**config.mk**
```make
export PLATFORM = sky130hd
export DESIGN_NAME = async_timer
export DESIGN_NICKNAME = d
export VERILOG_FILES = /design/src/core/timer_pkg.sv /design/src/core/write_xfer.sv /design/src/core/presc_div.sv /design/src/core/async_timer.sv
export SDC_FILE = /design/constraint.sdc
export NUM_CORES = 1
export LEC_CHECK = 0
export ABC_AREA = 1
export ABC_CLOCK_PERIOD_IN_PS = 3470
export BUFFER_PORTS_ARGS = -buffer_cell sky130_fd_sc_hd__buf_2
export CORE_ASPECT_RATIO = 0.75
export CORE_MARGIN = 2
export CORE_UTILIZATION = 59
export CTS_CLUSTER_DIAMETER = 100
export CTS_CLUSTER_SIZE = 30
export DETAILED_ROUTE_END_ITERATION = 8
export HOLD_SLACK_MARGIN = 0.12
export PLACE_DENSITY = 0.93
export SLEW_MARGIN = 10
export SYNTH_ARGS = -nofsm -noshare
export SYNTH_HDL_FRONTEND = slang
export SYNTH_HIERARCHICAL = 1
export SYNTH_SLANG_ARGS = --single-unit
```
**constraint.sdc**
```tcl
create_clock -name CLK_I -period 3.47 [get_ports CLK_I]
set_clock_uncertainty 0.15 [all_clocks]
set_input_delay 0.5205 -clock CLK_I [delete_from_list [all_inputs] [get_ports CLK_I]]
set_output_delay 0.5205 -clock CLK_I [all_outputs]
set_load 0.05 [all_outputs]
```
**src/core/timer_pkg.sv**
```systemverilog
// Constants, register map and types of the asynchronous 8-bit timer.
// Assumes a 32-bit classic Wishbone slave with byte addresses on ADR_I.
//
// Overview of operation
// - Each buffered register write waits in its own temp, lands after two osc edges.
// - Status register shows one busy flag per buffered register until transfer done.
// - Compare matching is suppressed while a count, compare A or compare B write is pending.
// - Source is I/O clock by default; async select uses osc pin, detaches port.
// - Prescaler offers stop, divide by 1, 8, 32, 64, 128, 256, 1024.
// - Writing 1 to the prescaler reset bit restarts prescaler phase.
// - Oscillator runs in all sleep modes but deep sleep (DEEP_SLEEP_I).
// - Wake-up starts on next timer tick; processor then stalls four cycles.
// - Counter reads come from a copy refreshed on each osc edge, frozen in sleep.
// - Flags take three processor cycles plus a tick; output pin changes on tick.
// - Nonzero channel A output mode overrides port; driver needs direction bit.
// - Non-PWM modes: off, toggle, clear or set on match.
// - Fast PWM: clear/set on match and inverse at bottom; toggle only with compare top.
// - Fast PWM clear/set with compare A at top: match ignored, bottom action still done.
// - Phase correct: mode 10 clears counting up, sets counting down; 11 opposite.
// - Waveform field selects normal, phase correct, CTC, fast PWM; 4 and 6 reserved.
// - Fast PWM counts bottom to top, restarts at bottom on next tick.
// - Phase correct counts up then down, holding top exactly one tick.

package timer_pkg;

	// ----------------------------------------
	// Register byte addresses
	// ----------------------------------------
	localparam logic [7:0] ADDR_CTRL_A = 8'hB0;
	localparam logic [7:0] ADDR_CTRL_B = 8'hB4;
	localparam logic [7:0] ADDR_COUNT = 8'hB8;
	localparam logic [7:0] ADDR_CMP_A = 8'hBC;
	localparam logic [7:0] ADDR_CMP_B = 8'hC0;
	localparam logic [7:0] ADDR_STATUS = 8'hC4;
	localparam logic [7:0] ADDR_GEN_CTRL = 8'hC8;
	localparam logic [7:0] ADDR_FLAGS = 8'hCC;

	// ----------------------------------------
	// Buffered register indices, equal to busy bit positions
	// ----------------------------------------
	localparam int BUF_CTRL_B = 0;
	localparam int BUF_CTRL_A = 1;
	localparam int BUF_CMP_B = 2;
	localparam int BUF_CMP_A = 3;
	localparam int BUF_COUNT = 4;
	localparam int BUF_NUM = 5;

	// ----------------------------------------
	// Field positions and masks
	// ----------------------------------------
	localparam int ST_ASYNC_BIT = 5;
	localparam int GEN_PSR_BIT = 1;
	localparam int FLAG_OVF = 0;
	localparam int FLAG_CMP_A = 1;
	localparam int FLAG_CMP_B = 2;
	localparam int FLAG_NUM = 3;
	localparam logic [7:0] CTRL_A_MASK = 8'hF3;
	localparam logic [7:0] CTRL_B_MASK = 8'h0F;
	localparam logic [7:0] RESET_VAL = 8'h00;
	localparam logic [7:0] CNT_MAX = 8'hFF;
	localparam logic [7:0] CNT_BOTTOM = 8'h00;

	// ----------------------------------------
	// Timing
	// ----------------------------------------
	localparam logic [0:0] XFER_LAST_EDGE = 1'h1;
	localparam int FLAG_SYNC_CYCLES = 3;
	localparam logic [2:0] WAKE_STALL_CYCLES = 3'h4;

	// ----------------------------------------
	// Prescaler
	// ----------------------------------------
	localparam int PRESC_W = 10;
	localparam logic [9:0] DIV1_MASK = 10'h000;
	localparam logic [9:0] DIV8_MASK = 10'h007;
	localparam logic [9:0] DIV32_MASK = 10'h01F;
	localparam logic [9:0] DIV64_MASK = 10'h03F;
	localparam logic [9:0] DIV128_MASK = 10'h07F;
	localparam logic [9:0] DIV256_MASK = 10'h0FF;
	localparam logic [9:0] DIV1024_MASK = 10'h3FF;

	typedef enum logic [2:0] {
		CS_STOP = 3'b000,
		CS_DIV1 = 3'b001,
		CS_DIV8 = 3'b010,
		CS_DIV32 = 3'b011,
		CS_DIV64 = 3'b100,
		CS_DIV128 = 3'b101,
		CS_DIV256 = 3'b110,
		CS_DIV1024 = 3'b111
	} clk_sel_t;

	typedef enum logic [2:0] {
		WM_NORMAL = 3'b000,
		WM_PC_MAX = 3'b001,
		WM_CTC = 3'b010,
		WM_FAST_MAX = 3'b011,
		WM_RSV4 = 3'b100,
		WM_PC_CMP = 3'b101,
		WM_RSV6 = 3'b110,
		WM_FAST_CMP = 3'b111
	} wave_mode_t;

	typedef enum logic [1:0] {
		OM_OFF = 2'b00,
		OM_TOGGLE = 2'b01,
		OM_CLEAR = 2'b10,
		OM_SET = 2'b11
	} out_mode_t;

endpackage

```
**src/core/write_xfer.sv**
```systemverilog
// Temporary register and transfer path for one buffered timer register.
// Assumes edge_i pulses for one cycle at each timer source edge.
`timescale 1ns/10ps
`default_nettype none
module write_xfer #(
	parameter int W = 8
) (
	input wire logic clk_i,
	input wire logic rst_b_i,
	input wire logic wr_i,
	input wire logic [W-1:0] wdata_i,
	input wire logic edge_i,
	output logic load_o,
	output logic [W-1:0] data_o,
	output logic busy_o
);
	logic pending_r;
	logic [0:0] ecnt_r;
	logic [W-1:0] temp_r;
	logic done_tgl_r;
	logic ack_s1_r;
	logic ack_s2_r;
	logic ack_seen_r;
	logic busy_r;

	// ----------------------------------------
	// Transfer after two source edges
	// ----------------------------------------
	assign load_o = pending_r & edge_i & ~wr_i & (ecnt_r == timer_pkg::XFER_LAST_EDGE);
	assign data_o = temp_r;
	assign busy_o = busy_r;

	always_ff @(posedge clk_i or negedge rst_b_i) begin
		if (!rst_b_i) begin
			pending_r <= 1'b0;
			ecnt_r <= 1'h0;
			temp_r <= '0;
			done_tgl_r <= 1'b0;
		end else if (wr_i) begin
			pending_r <= 1'b1;
			ecnt_r <= 1'h0;
			temp_r <= wdata_i;
		end else if (load_o) begin
			pending_r <= 1'b0;
			done_tgl_r <= ~done_tgl_r;
		end else if (pending_r && edge_i) begin
			ecnt_r <= ecnt_r + 1'h1;
		end
	end

	// ----------------------------------------
	// Acknowledge synchroniser and busy flag
	// ----------------------------------------
	always_ff @(posedge clk_i or negedge rst_b_i) begin
		if (!rst_b_i) begin
			ack_s1_r <= 1'b0;
			ack_s2_r <= 1'b0;
			ack_seen_r <= 1'b0;
			busy_r <= 1'b0;
		end else begin
			ack_s1_r <= done_tgl_r;
			ack_s2_r <= ack_s1_r;
			ack_seen_r <= ack_s2_r;
			if (wr_i)
				busy_r <= 1'b1;
			else if (ack_s2_r != ack_seen_r)
				busy_r <= 1'b0;
		end
	end
endmodule
`default_nettype wire

```
**src/core/presc_div.sv**
```systemverilog
// Prescaler of the timer source clock.
// Assumes src_tick_i pulses once per timer source edge.
`timescale 1ns/10ps
`default_nettype none
module presc_div (
	input wire logic clk_i,
	input wire logic rst_b_i,
	input wire logic src_tick_i,
	input wire logic clr_i,
	input wire logic [2:0] sel_i,
	output logic tick_o
);
	logic [timer_pkg::PRESC_W-1:0] cnt_r;
	logic [timer_pkg::PRESC_W-1:0] mask;

	function automatic logic [timer_pkg::PRESC_W-1:0] div_mask(input logic [2:0] sel);
		unique case (timer_pkg::clk_sel_t'(sel))
			timer_pkg::CS_STOP: div_mask = timer_pkg::DIV1_MASK;
			timer_pkg::CS_DIV1: div_mask = timer_pkg::DIV1_MASK;
			timer_pkg::CS_DIV8: div_mask = timer_pkg::DIV8_MASK;
			timer_pkg::CS_DIV32: div_mask = timer_pkg::DIV32_MASK;
			timer_pkg::CS_DIV64: div_mask = timer_pkg::DIV64_MASK;
			timer_pkg::CS_DIV128: div_mask = timer_pkg::DIV128_MASK;
			timer_pkg::CS_DIV256: div_mask = timer_pkg::DIV256_MASK;
			timer_pkg::CS_DIV1024: div_mask = timer_pkg::DIV1024_MASK;
		endcase
	endfunction

	// ----------------------------------------
	// Divider selection
	// ----------------------------------------
	assign mask = div_mask(sel_i);
	assign tick_o = src_tick_i & ~clr_i & (sel_i != timer_pkg::CS_STOP) & ((cnt_r & mask) == mask);

	always_ff @(posedge clk_i or negedge rst_b_i) begin
		if (!rst_b_i)
			cnt_r <= '0;
		else if (clr_i)
			cnt_r <= '0;
		else if (src_tick_i)
			cnt_r <= cnt_r + 1'b1;
	end
endmodule
`default_nettype wire

```
**src/core/async_timer.sv**
```systemverilog
// 8-bit timer with buffered asynchronous register writes and channel A output.
// Assumes a classic Wishbone master and an oscillator input sampled on CLK_I.
//
// Register access over Wishbone was chosen for this implementation.
`timescale 1ns/10ps
`default_nettype none
module async_timer (
	input wire logic CLK_I,
	input wire logic RST_B_I,
	input wire logic CYC_I,
	input wire logic STB_I,
	input wire logic WE_I,
	input wire logic [7:0] ADR_I,
	input wire logic [3:0] SEL_I,
	input wire logic [31:0] DAT_I,
	output logic [31:0] DAT_O,
	output logic ACK_O,
	input wire logic OSC_IN_I,
	input wire logic PIN_DIR_I,
	input wire logic SLEEP_I,
	input wire logic DEEP_SLEEP_I,
	output logic CHAN_A_OUT_O,
	output logic CHAN_A_OE_O,
	output logic CHAN_A_OVERRIDE_O,
	output logic OSC_PORT_DETACH_O,
	output logic OSC_RUN_O,
	output logic [2:0] TIMER_FLAGS_O,
	output logic WAKE_O,
	output logic CPU_HALT_O
);
	// ----------------------------------------
	// Declarations
	// ----------------------------------------
	logic ack_r;
	logic [31:0] dat_r;
	logic req;
	logic wr_en;
	logic async_r;
	logic osc_d_r;
	logic osc_rise;
	logic src_tick;
	logic tick;
	logic psr_clr;
	logic [timer_pkg::BUF_NUM-1:0] wr_buf;
	logic [timer_pkg::BUF_NUM-1:0] load;
	logic [timer_pkg::BUF_NUM-1:0] busy;
	logic [7:0] temp [timer_pkg::BUF_NUM];
	logic [7:0] ctrl_a_r;
	logic [7:0] ctrl_b_r;
	logic [7:0] cmp_a_r;
	logic [7:0] cmp_b_r;
	logic [7:0] count_r;
	logic [7:0] count_rd_r;
	logic down_r;
	logic oc_r;
	logic [2:0] flags_r;
	logic [2:0] evt;
	logic [2:0] evt_d_r [timer_pkg::FLAG_SYNC_CYCLES];
	logic wake_arm_r;
	logic wake_r;
	logic [2:0] halt_cnt_r;
	logic [7:0] top;
	logic [7:0] rd_val;
	logic at_top;
	logic at_bot;
	logic suppress;
	logic match_a;
	logic match_b;
	timer_pkg::wave_mode_t mode;
	timer_pkg::out_mode_t com_a;

	function automatic logic hit(input logic [7:0] adr, input logic [7:0] target);
		hit = (adr[7:2] == target[7:2]);
	endfunction

	function automatic logic [7:0] buf_addr(input int idx);
		unique case (idx)
			timer_pkg::BUF_CTRL_B: buf_addr = timer_pkg::ADDR_CTRL_B;
			timer_pkg::BUF_CTRL_A: buf_addr = timer_pkg::ADDR_CTRL_A;
			timer_pkg::BUF_CMP_B: buf_addr = timer_pkg::ADDR_CMP_B;
			timer_pkg::BUF_CMP_A: buf_addr = timer_pkg::ADDR_CMP_A;
			default: buf_addr = timer_pkg::ADDR_COUNT;
		endcase
	endfunction

	// ----------------------------------------
	// Wishbone slave
	// ----------------------------------------
	assign req = CYC_I & STB_I;
	assign wr_en = ack_r & req & WE_I & SEL_I[0];
	assign ACK_O = ack_r;
	assign DAT_O = dat_r;

	always_comb begin
		rd_val = timer_pkg::RESET_VAL;
		if (hit(ADR_I, timer_pkg::ADDR_CTRL_A))
			rd_val = ctrl_a_r;
		else if (hit(ADR_I, timer_pkg::ADDR_CTRL_B))
			rd_val = ctrl_b_r;
		else if (hit(ADR_I, timer_pkg::ADDR_COUNT))
			rd_val = count_rd_r;
		else if (hit(ADR_I, timer_pkg::ADDR_CMP_A))
			rd_val = cmp_a_r;
		else if (hit(ADR_I, timer_pkg::ADDR_CMP_B))
			rd_val = cmp_b_r;
		else if (hit(ADR_I, timer_pkg::ADDR_STATUS)) begin
			rd_val[timer_pkg::BUF_NUM-1:0] = busy;
			rd_val[timer_pkg::ST_ASYNC_BIT] = async_r;
		end else if (hit(ADR_I, timer_pkg::ADDR_FLAGS))
			rd_val[2:0] = flags_r;
	end

	always_ff @(posedge CLK_I or negedge RST_B_I) begin
		if (!RST_B_I) begin
			ack_r <= 1'b0;
			dat_r <= '0;
		end else begin
			ack_r <= req & ~ack_r;
			if (req && !ack_r)
				dat_r <= {24'h000000, rd_val};
		end
	end

	// ----------------------------------------
	// Clock source and prescaler
	// ----------------------------------------
	assign osc_rise = OSC_IN_I & ~osc_d_r;
	assign src_tick = async_r ? osc_rise : 1'b1;
	assign OSC_PORT_DETACH_O = async_r;
	assign OSC_RUN_O = async_r & ~DEEP_SLEEP_I;
	assign psr_clr = wr_en & hit(ADR_I, timer_pkg::ADDR_GEN_CTRL) & DAT_I[timer_pkg::GEN_PSR_BIT];

	always_ff @(posedge CLK_I or negedge RST_B_I) begin
		if (!RST_B_I) begin
			osc_d_r <= 1'b0;
			async_r <= 1'b0;
		end else begin
			osc_d_r <= OSC_IN_I;
			if (wr_en && hit(ADR_I, timer_pkg::ADDR_STATUS))
				async_r <= DAT_I[timer_pkg::ST_ASYNC_BIT];
		end
	end

	presc_div u_presc (
		.clk_i(CLK_I),
		.rst_b_i(RST_B_I),
		.src_tick_i(src_tick),
		.clr_i(psr_clr),
		.sel_i(ctrl_b_r[2:0]),
		.tick_o(tick)
	);

	// ----------------------------------------
	// Buffered writes
	// ----------------------------------------
	for (genvar i = 0; i < timer_pkg::BUF_NUM; i++) begin : g_buf
		assign wr_buf[i] = wr_en & hit(ADR_I, buf_addr(i));
		write_xfer #(
			.W(8)
		) u_xfer (
			.clk_i(CLK_I),
			.rst_b_i(RST_B_I),
			.wr_i(wr_buf[i]),
			.wdata_i(DAT_I[7:0]),
			.edge_i(src_tick),
			.load_o(load[i]),
			.data_o(temp[i]),
			.busy_o(busy[i])
		);
	end

	always_ff @(posedge CLK_I or negedge RST_B_I) begin
		if (!RST_B_I) begin
			ctrl_a_r <= timer_pkg::RESET_VAL;
			ctrl_b_r <= timer_pkg::RESET_VAL;
			cmp_a_r <= timer_pkg::RESET_VAL;
			cmp_b_r <= timer_pkg::RESET_VAL;
		end else begin
			if (load[timer_pkg::BUF_CTRL_A])
				ctrl_a_r <= temp[timer_pkg::BUF_CTRL_A] & timer_pkg::CTRL_A_MASK;
			if (load[timer_pkg::BUF_CTRL_B])
				ctrl_b_r <= temp[timer_pkg::BUF_CTRL_B] & timer_pkg::CTRL_B_MASK;
			if (load[timer_pkg::BUF_CMP_A])
				cmp_a_r <= temp[timer_pkg::BUF_CMP_A];
			if (load[timer_pkg::BUF_CMP_B])
				cmp_b_r <= temp[timer_pkg::BUF_CMP_B];
		end
	end

	// ----------------------------------------
	// Mode decode and compare
	// ----------------------------------------
	assign mode = timer_pkg::wave_mode_t'({ctrl_b_r[3], ctrl_a_r[1:0]});
	assign com_a = timer_pkg::out_mode_t'(ctrl_a_r[7:6]);
	assign top = mode[2] | (mode == timer_pkg::WM_CTC) ? cmp_a_r : timer_pkg::CNT_MAX;
	assign at_top = (count_r == top);
	assign at_bot = (count_r == timer_pkg::CNT_BOTTOM);
	assign suppress = busy[timer_pkg::BUF_COUNT] | busy[timer_pkg::BUF_CMP_A]
		| busy[timer_pkg::BUF_CMP_B];
	assign match_a = tick & ~suppress & (count_r == cmp_a_r);
	assign match_b = tick & ~suppress & (count_r == cmp_b_r);

	always_comb begin
		evt = 3'h0;
		evt[timer_pkg::FLAG_CMP_A] = match_a;
		evt[timer_pkg::FLAG_CMP_B] = match_b;
		unique case (mode)
			timer_pkg::WM_PC_MAX, timer_pkg::WM_PC_CMP:
				evt[timer_pkg::FLAG_OVF] = tick & at_bot & down_r;
			timer_pkg::WM_FAST_MAX, timer_pkg::WM_FAST_CMP:
				evt[timer_pkg::FLAG_OVF] = tick & at_top;
			default:
				evt[timer_pkg::FLAG_OVF] = tick & (count_r == timer_pkg::CNT_MAX);
		endcase
	end

	// ----------------------------------------
	// Counter
	// ----------------------------------------
	always_ff @(posedge CLK_I or negedge RST_B_I) begin
		if (!RST_B_I) begin
			count_r <= timer_pkg::RESET_VAL;
			down_r <= 1'b0;
		end else if (load[timer_pkg::BUF_COUNT]) begin
			count_r <= temp[timer_pkg::BUF_COUNT];
		end else if (tick) begin
			unique case (mode)
				timer_pkg::WM_NORMAL:
					count_r <= count_r + 8'h01;
				timer_pkg::WM_CTC, timer_pkg::WM_FAST_MAX, timer_pkg::WM_FAST_CMP:
					count_r <= at_top ? timer_pkg::CNT_BOTTOM : count_r + 8'h01;
				timer_pkg::WM_PC_MAX, timer_pkg::WM_PC_CMP: begin
					if (!down_r && at_top) begin
						down_r <= 1'b1;
						count_r <= count_r - 8'h01;
					end else if (down_r && at_bot) begin
						down_r <= 1'b0;
						count_r <= count_r + 8'h01;
					end else
						count_r <= down_r ? count_r - 8'h01 : count_r + 8'h01;
				end
				timer_pkg::WM_RSV4, timer_pkg::WM_RSV6:
					count_r <= count_r;
			endcase
		end
	end

	always_ff @(posedge CLK_I or negedge RST_B_I) begin
		if (!RST_B_I)
			count_rd_r <= timer_pkg::RESET_VAL;
		else if (src_tick && !SLEEP_I)
			count_rd_r <= count_r;
	end

	// ----------------------------------------
	// Channel A output
	// ----------------------------------------
	assign CHAN_A_OVERRIDE_O = (com_a != timer_pkg::OM_OFF);
	assign CHAN_A_OE_O = CHAN_A_OVERRIDE_O & PIN_DIR_I;
	assign CHAN_A_OUT_O = oc_r;

	always_ff @(posedge CLK_I or negedge RST_B_I) begin
		if (!RST_B_I)
			oc_r <= 1'b0;
		else if (tick) begin
			unique case (mode)
				timer_pkg::WM_FAST_MAX, timer_pkg::WM_FAST_CMP: begin
					if (com_a[1]) begin
						if (at_top)
							oc_r <= ~com_a[0];
						else if (match_a)
							oc_r <= com_a[0];
					end else if (com_a == timer_pkg::OM_TOGGLE && mode[2] && match_a)
						oc_r <= ~oc_r;
				end
				timer_pkg::WM_PC_MAX, timer_pkg::WM_PC_CMP: begin
					if (com_a[1] && match_a)
						oc_r <= down_r ? ~com_a[0] : com_a[0];
					else if (com_a == timer_pkg::OM_TOGGLE && mode[2] && match_a)
						oc_r <= ~oc_r;
				end
				default: begin
					if (match_a) begin
						unique case (com_a)
							timer_pkg::OM_OFF: oc_r <= oc_r;
							timer_pkg::OM_TOGGLE: oc_r <= ~oc_r;
							timer_pkg::OM_CLEAR: oc_r <= 1'b0;
							timer_pkg::OM_SET: oc_r <= 1'b1;
						endcase
					end
				end
			endcase
		end
	end

	// ----------------------------------------
	// Flag synchronisation
	// ----------------------------------------
	assign TIMER_FLAGS_O = flags_r;

	always_ff @(posedge CLK_I or negedge RST_B_I) begin
		if (!RST_B_I) begin
			for (int k = 0; k < timer_pkg::FLAG_SYNC_CYCLES; k++)
				evt_d_r[k] <= 3'h0;
			flags_r <= 3'h0;
		end else begin
			evt_d_r[0] <= evt;
			for (int k = 1; k < timer_pkg::FLAG_SYNC_CYCLES; k++)
				evt_d_r[k] <= evt_d_r[k-1];
			if (wr_en && hit(ADR_I, timer_pkg::ADDR_FLAGS))
				flags_r <= (flags_r & ~DAT_I[2:0])
					| evt_d_r[timer_pkg::FLAG_SYNC_CYCLES-1];
			else
				flags_r <= flags_r | evt_d_r[timer_pkg::FLAG_SYNC_CYCLES-1];
		end
	end

	// ----------------------------------------
	// Sleep wake-up
	// ----------------------------------------
	assign WAKE_O = wake_r;
	assign CPU_HALT_O = (halt_cnt_r != 3'h0);

	always_ff @(posedge CLK_I or negedge RST_B_I) begin
		if (!RST_B_I) begin
			wake_arm_r <= 1'b0;
			wake_r <= 1'b0;
			halt_cnt_r <= 3'h0;
		end else begin
			wake_r <= 1'b0;
			if (wake_arm_r && tick) begin
				wake_arm_r <= 1'b0;
				wake_r <= 1'b1;
			end else if (SLEEP_I && (evt != 3'h0))
				wake_arm_r <= 1'b1;
			if (wake_r)
				halt_cnt_r <= timer_pkg::WAKE_STALL_CYCLES;
			else if (halt_cnt_r != 3'h0)
				halt_cnt_r <= halt_cnt_r - 3'h1;
		end
	end
endmodule
`default_nettype wire

```
==> flow_summary.yaml <==
status:
  outcome: "complete, no violations"
sta:
  finalSetupViolations: 0
  unrepaired_setup_endpoints_after_global_routing: "no"
  finalWorstSetupSlack_ns: 0.367
  timing.final.max_slew_violations: 0
  hold_violations: 0
  period_utilization_post_route: 0.894
  setup_total_negative_slack_ns: 0
  achievable-frequency_mhz: 322
  max_slew.worst_pin.slew_ns: 0.660
  period_minus_slack_ns: 3.10
  worst_slew_margin_rel: 0.560
floorplan:
  floorplan.die.width_um: 135
  row_count: 35
  pin_count: 96
  start_util: 0.611
  core_area_um2: 12400
  chipHeight_um: 102
  die-area_um2: 13800
pwr:
  switchingPower_w: 0.00133
  combinationalPowerShare: 0.137
  net_switching_fraction_of_the_power: 0.296
  irDropWorstVdd_mv: 0.440
  sequentialPowerShare: 0.457
  p_leak_nw: 4.59
  cell_internal_pwr_w: 0.00315
  power-per-cell-area_nw_per_um2: 526
  clock_power_share: 0.405
logic_synthesis:
  syn_area_per_cell_um2: 7.84
  synthesis.yosys.warnings: 6
  postSynthCellCount: 966
  synth_area_um2: 7580
route:
  final_antenna_net_count: 0
  totalWireLength_um: 20300
  post_drt_via_cell_ratio: 5.73
  drt_first_iter_violations: 877
  number_of_optimization_iterations_in_the_first_detailed_route_pass: 9
  routed-via-count: 6893
  avgRoutedWirePerCell_um: 16.8
  route.detailed.drc: 0
critical_path:
  worstSetupPathType: "primary input to flip-flop"
  r2r-start: "ACK_O"
  path_cells: "dlygate4sd3_1 -> buf_2 -> inv_1 -> o21ai_1 -> nand2_1 -> a21oi_1 -> nand3_1 -> nor2_1 -> nand2_1 -> nor3_1 -> nand2_1 -> nor2_1 -> nand3_1 -> nand2_1 -> nand2_1 -> nand2_1 -> nand3_1 -> a21oi_1"
  most_frequent_cell_on_critical_path: "nand2_1"
  critical-path-top-delay-family: "simple AND/OR/NAND/NOR gates"
  r2r.worst_path.cells: 19
  critPathSlowestCell: "dlygate4sd3_1"
  regToRegSetupSlack_ns: 0.48
  worst_setup_path_start_kind: "primary input"
  worst-endpoint-required_ns: 3.67
  arrival_ns: 3.31
  crit_path_max_fanout: 3
  crit_buf_inv: 3
  worst_r2r_endpoint: "CHAN_A_OUT_O"
  worstSetupEndpointType: "flip-flop"
  cp_slowest_stage_delay_ns: 0.51
clocking:
  cts-buffers-inserted: 17
  clk_pin_slew_worst_setup_hold_paths_ns: 0.06
  clock_latency_ns: 0.43
  clock_tree.htree_level_count: 4
  tritoncts_clock_tree: "done"
  cts_buffer_depth: 2
  cts.sink_count: 151
  cts_resized: 0
  holdBufCountCts: 2
  cts_root_buffer: "clkbuf_16"
  postCtsSetupRepairBufs: 0
grt:
  first_global_vias: 6509
  antenna_violations_before_repair: 0
  grt_start_max_net_pins: 73
  overflow: 0
  grt_util_all_layers: 0.308
  global_route_wire_length_before_repair_um: 32400
worst_hold_path:
  min_from: "evt_d_r[5]"
  hold-path-cell-count: 0
  worstHoldPathType: "flip-flop to flip-flop"
  hold-path-endpoint: "evt_d_r[2]"
layout:
  multi_input_comb_area_um2: 3100
  diodes: 0
  final_layout_size_suffix_gt1_frac: 0.130
  area_delta_synth_final_pct: 12.1
  filler_cell_count: 945
  mostFrequentLayoutCells: "nand2_1 (330), dfrtp_1 (151), inv_1 (109), nor2_1 (70), nand3_1 (63)"
  mostFrequentLayoutCell: "nand2_1"
  seqCellArea_um2: 3780
  design.final.nets: 1084
placed_design:
  port_buffers: 42
  detailedPlacementHpwl_um: 13600
  dpl_worst_slack_ns: 0.487
  globalplace.congestion: 1.02
job:
  max_cap_violations: 0
==> area by class of cell <==
cell class / count / area share
sequential: 151 / 0.445
multi-input combinational: 669 / 0.365
inverter: 127 / 0.0561
clock buffer: 20 / 0.0526
timing repair buffer: 59 / 0.0426
tap: 166 / 0.0244
clock inverter: 11 / 0.0147
==> per-layer routing <==
| metal | GRT usage | vias up | routed length [um] |
|---|---|---|---|
| met5 | 0 | - | 0 |
| met4 | 0.121 | 0 | 791 |
| met3 | 0.0813 | 90 | 2100 |
| met2 | 0.486 | 399 | 9120 |
| met1 | 0.414 | 3306 | 8250 |
| li1 | - | 3098 | - |
==> per-stage QoR <==
step                      instances  power [W]  hold WS (ns)  utilization  instance area [um^2]
after global placement         1170    0.00263         0.181        0.638                  7910
after global routing           1203    0.00463         0.203        0.686                  8500
final                          1203    0.00447         0.197        0.686                  8500
after detailed placement       1170    0.00266         0.186        0.638                  7910
after CTS                      1203    0.00446         0.198        0.686                  8500
after floorplan                 989    0.00248        0.0749            -                  7660
==> sequential cells by signal, indices dropped and copies added (netlist names), 8 cells and up <==
signal,flops
evt_d_r,9
cmp_b_r,8
DAT_O,8
count_r,8
g_buf.u_xfer/data_o,34
count_rd_r,8
cmp_a_r,8
u_presc/cnt_r,10
==> how the worst max path moves through the flow <==
stage | start | end | cells past startpoint
2_1_floorplan | OSC_IN_I | CHAN_A_OUT_O | 16
3_3_place_gp | CYC_I | CHAN_A_OUT_O | 21
3_5_place_dp | CYC_I | CHAN_A_OUT_O | 21
4_1_cts | OSC_IN_I | CHAN_A_OUT_O | 17
5_1_grt | OSC_IN_I | CHAN_A_OUT_O | 17
6_report | OSC_IN_I | CHAN_A_OUT_O | 18
==> power by group through the flow <==
stage	Sequential [W]	Combinational [W]	Clock [W]
finish	0.00205	0.000614	0.00181
global route	0.00206	0.000686	0.00189
CTS	0.00204	0.000609	0.00181
detailed placement	0.00207	0.000594	0
global placement	0.00206	0.000570	0
floorplan	0.00206	0.000417	0
Note: power is estimated with default switching activity, not from simulation.
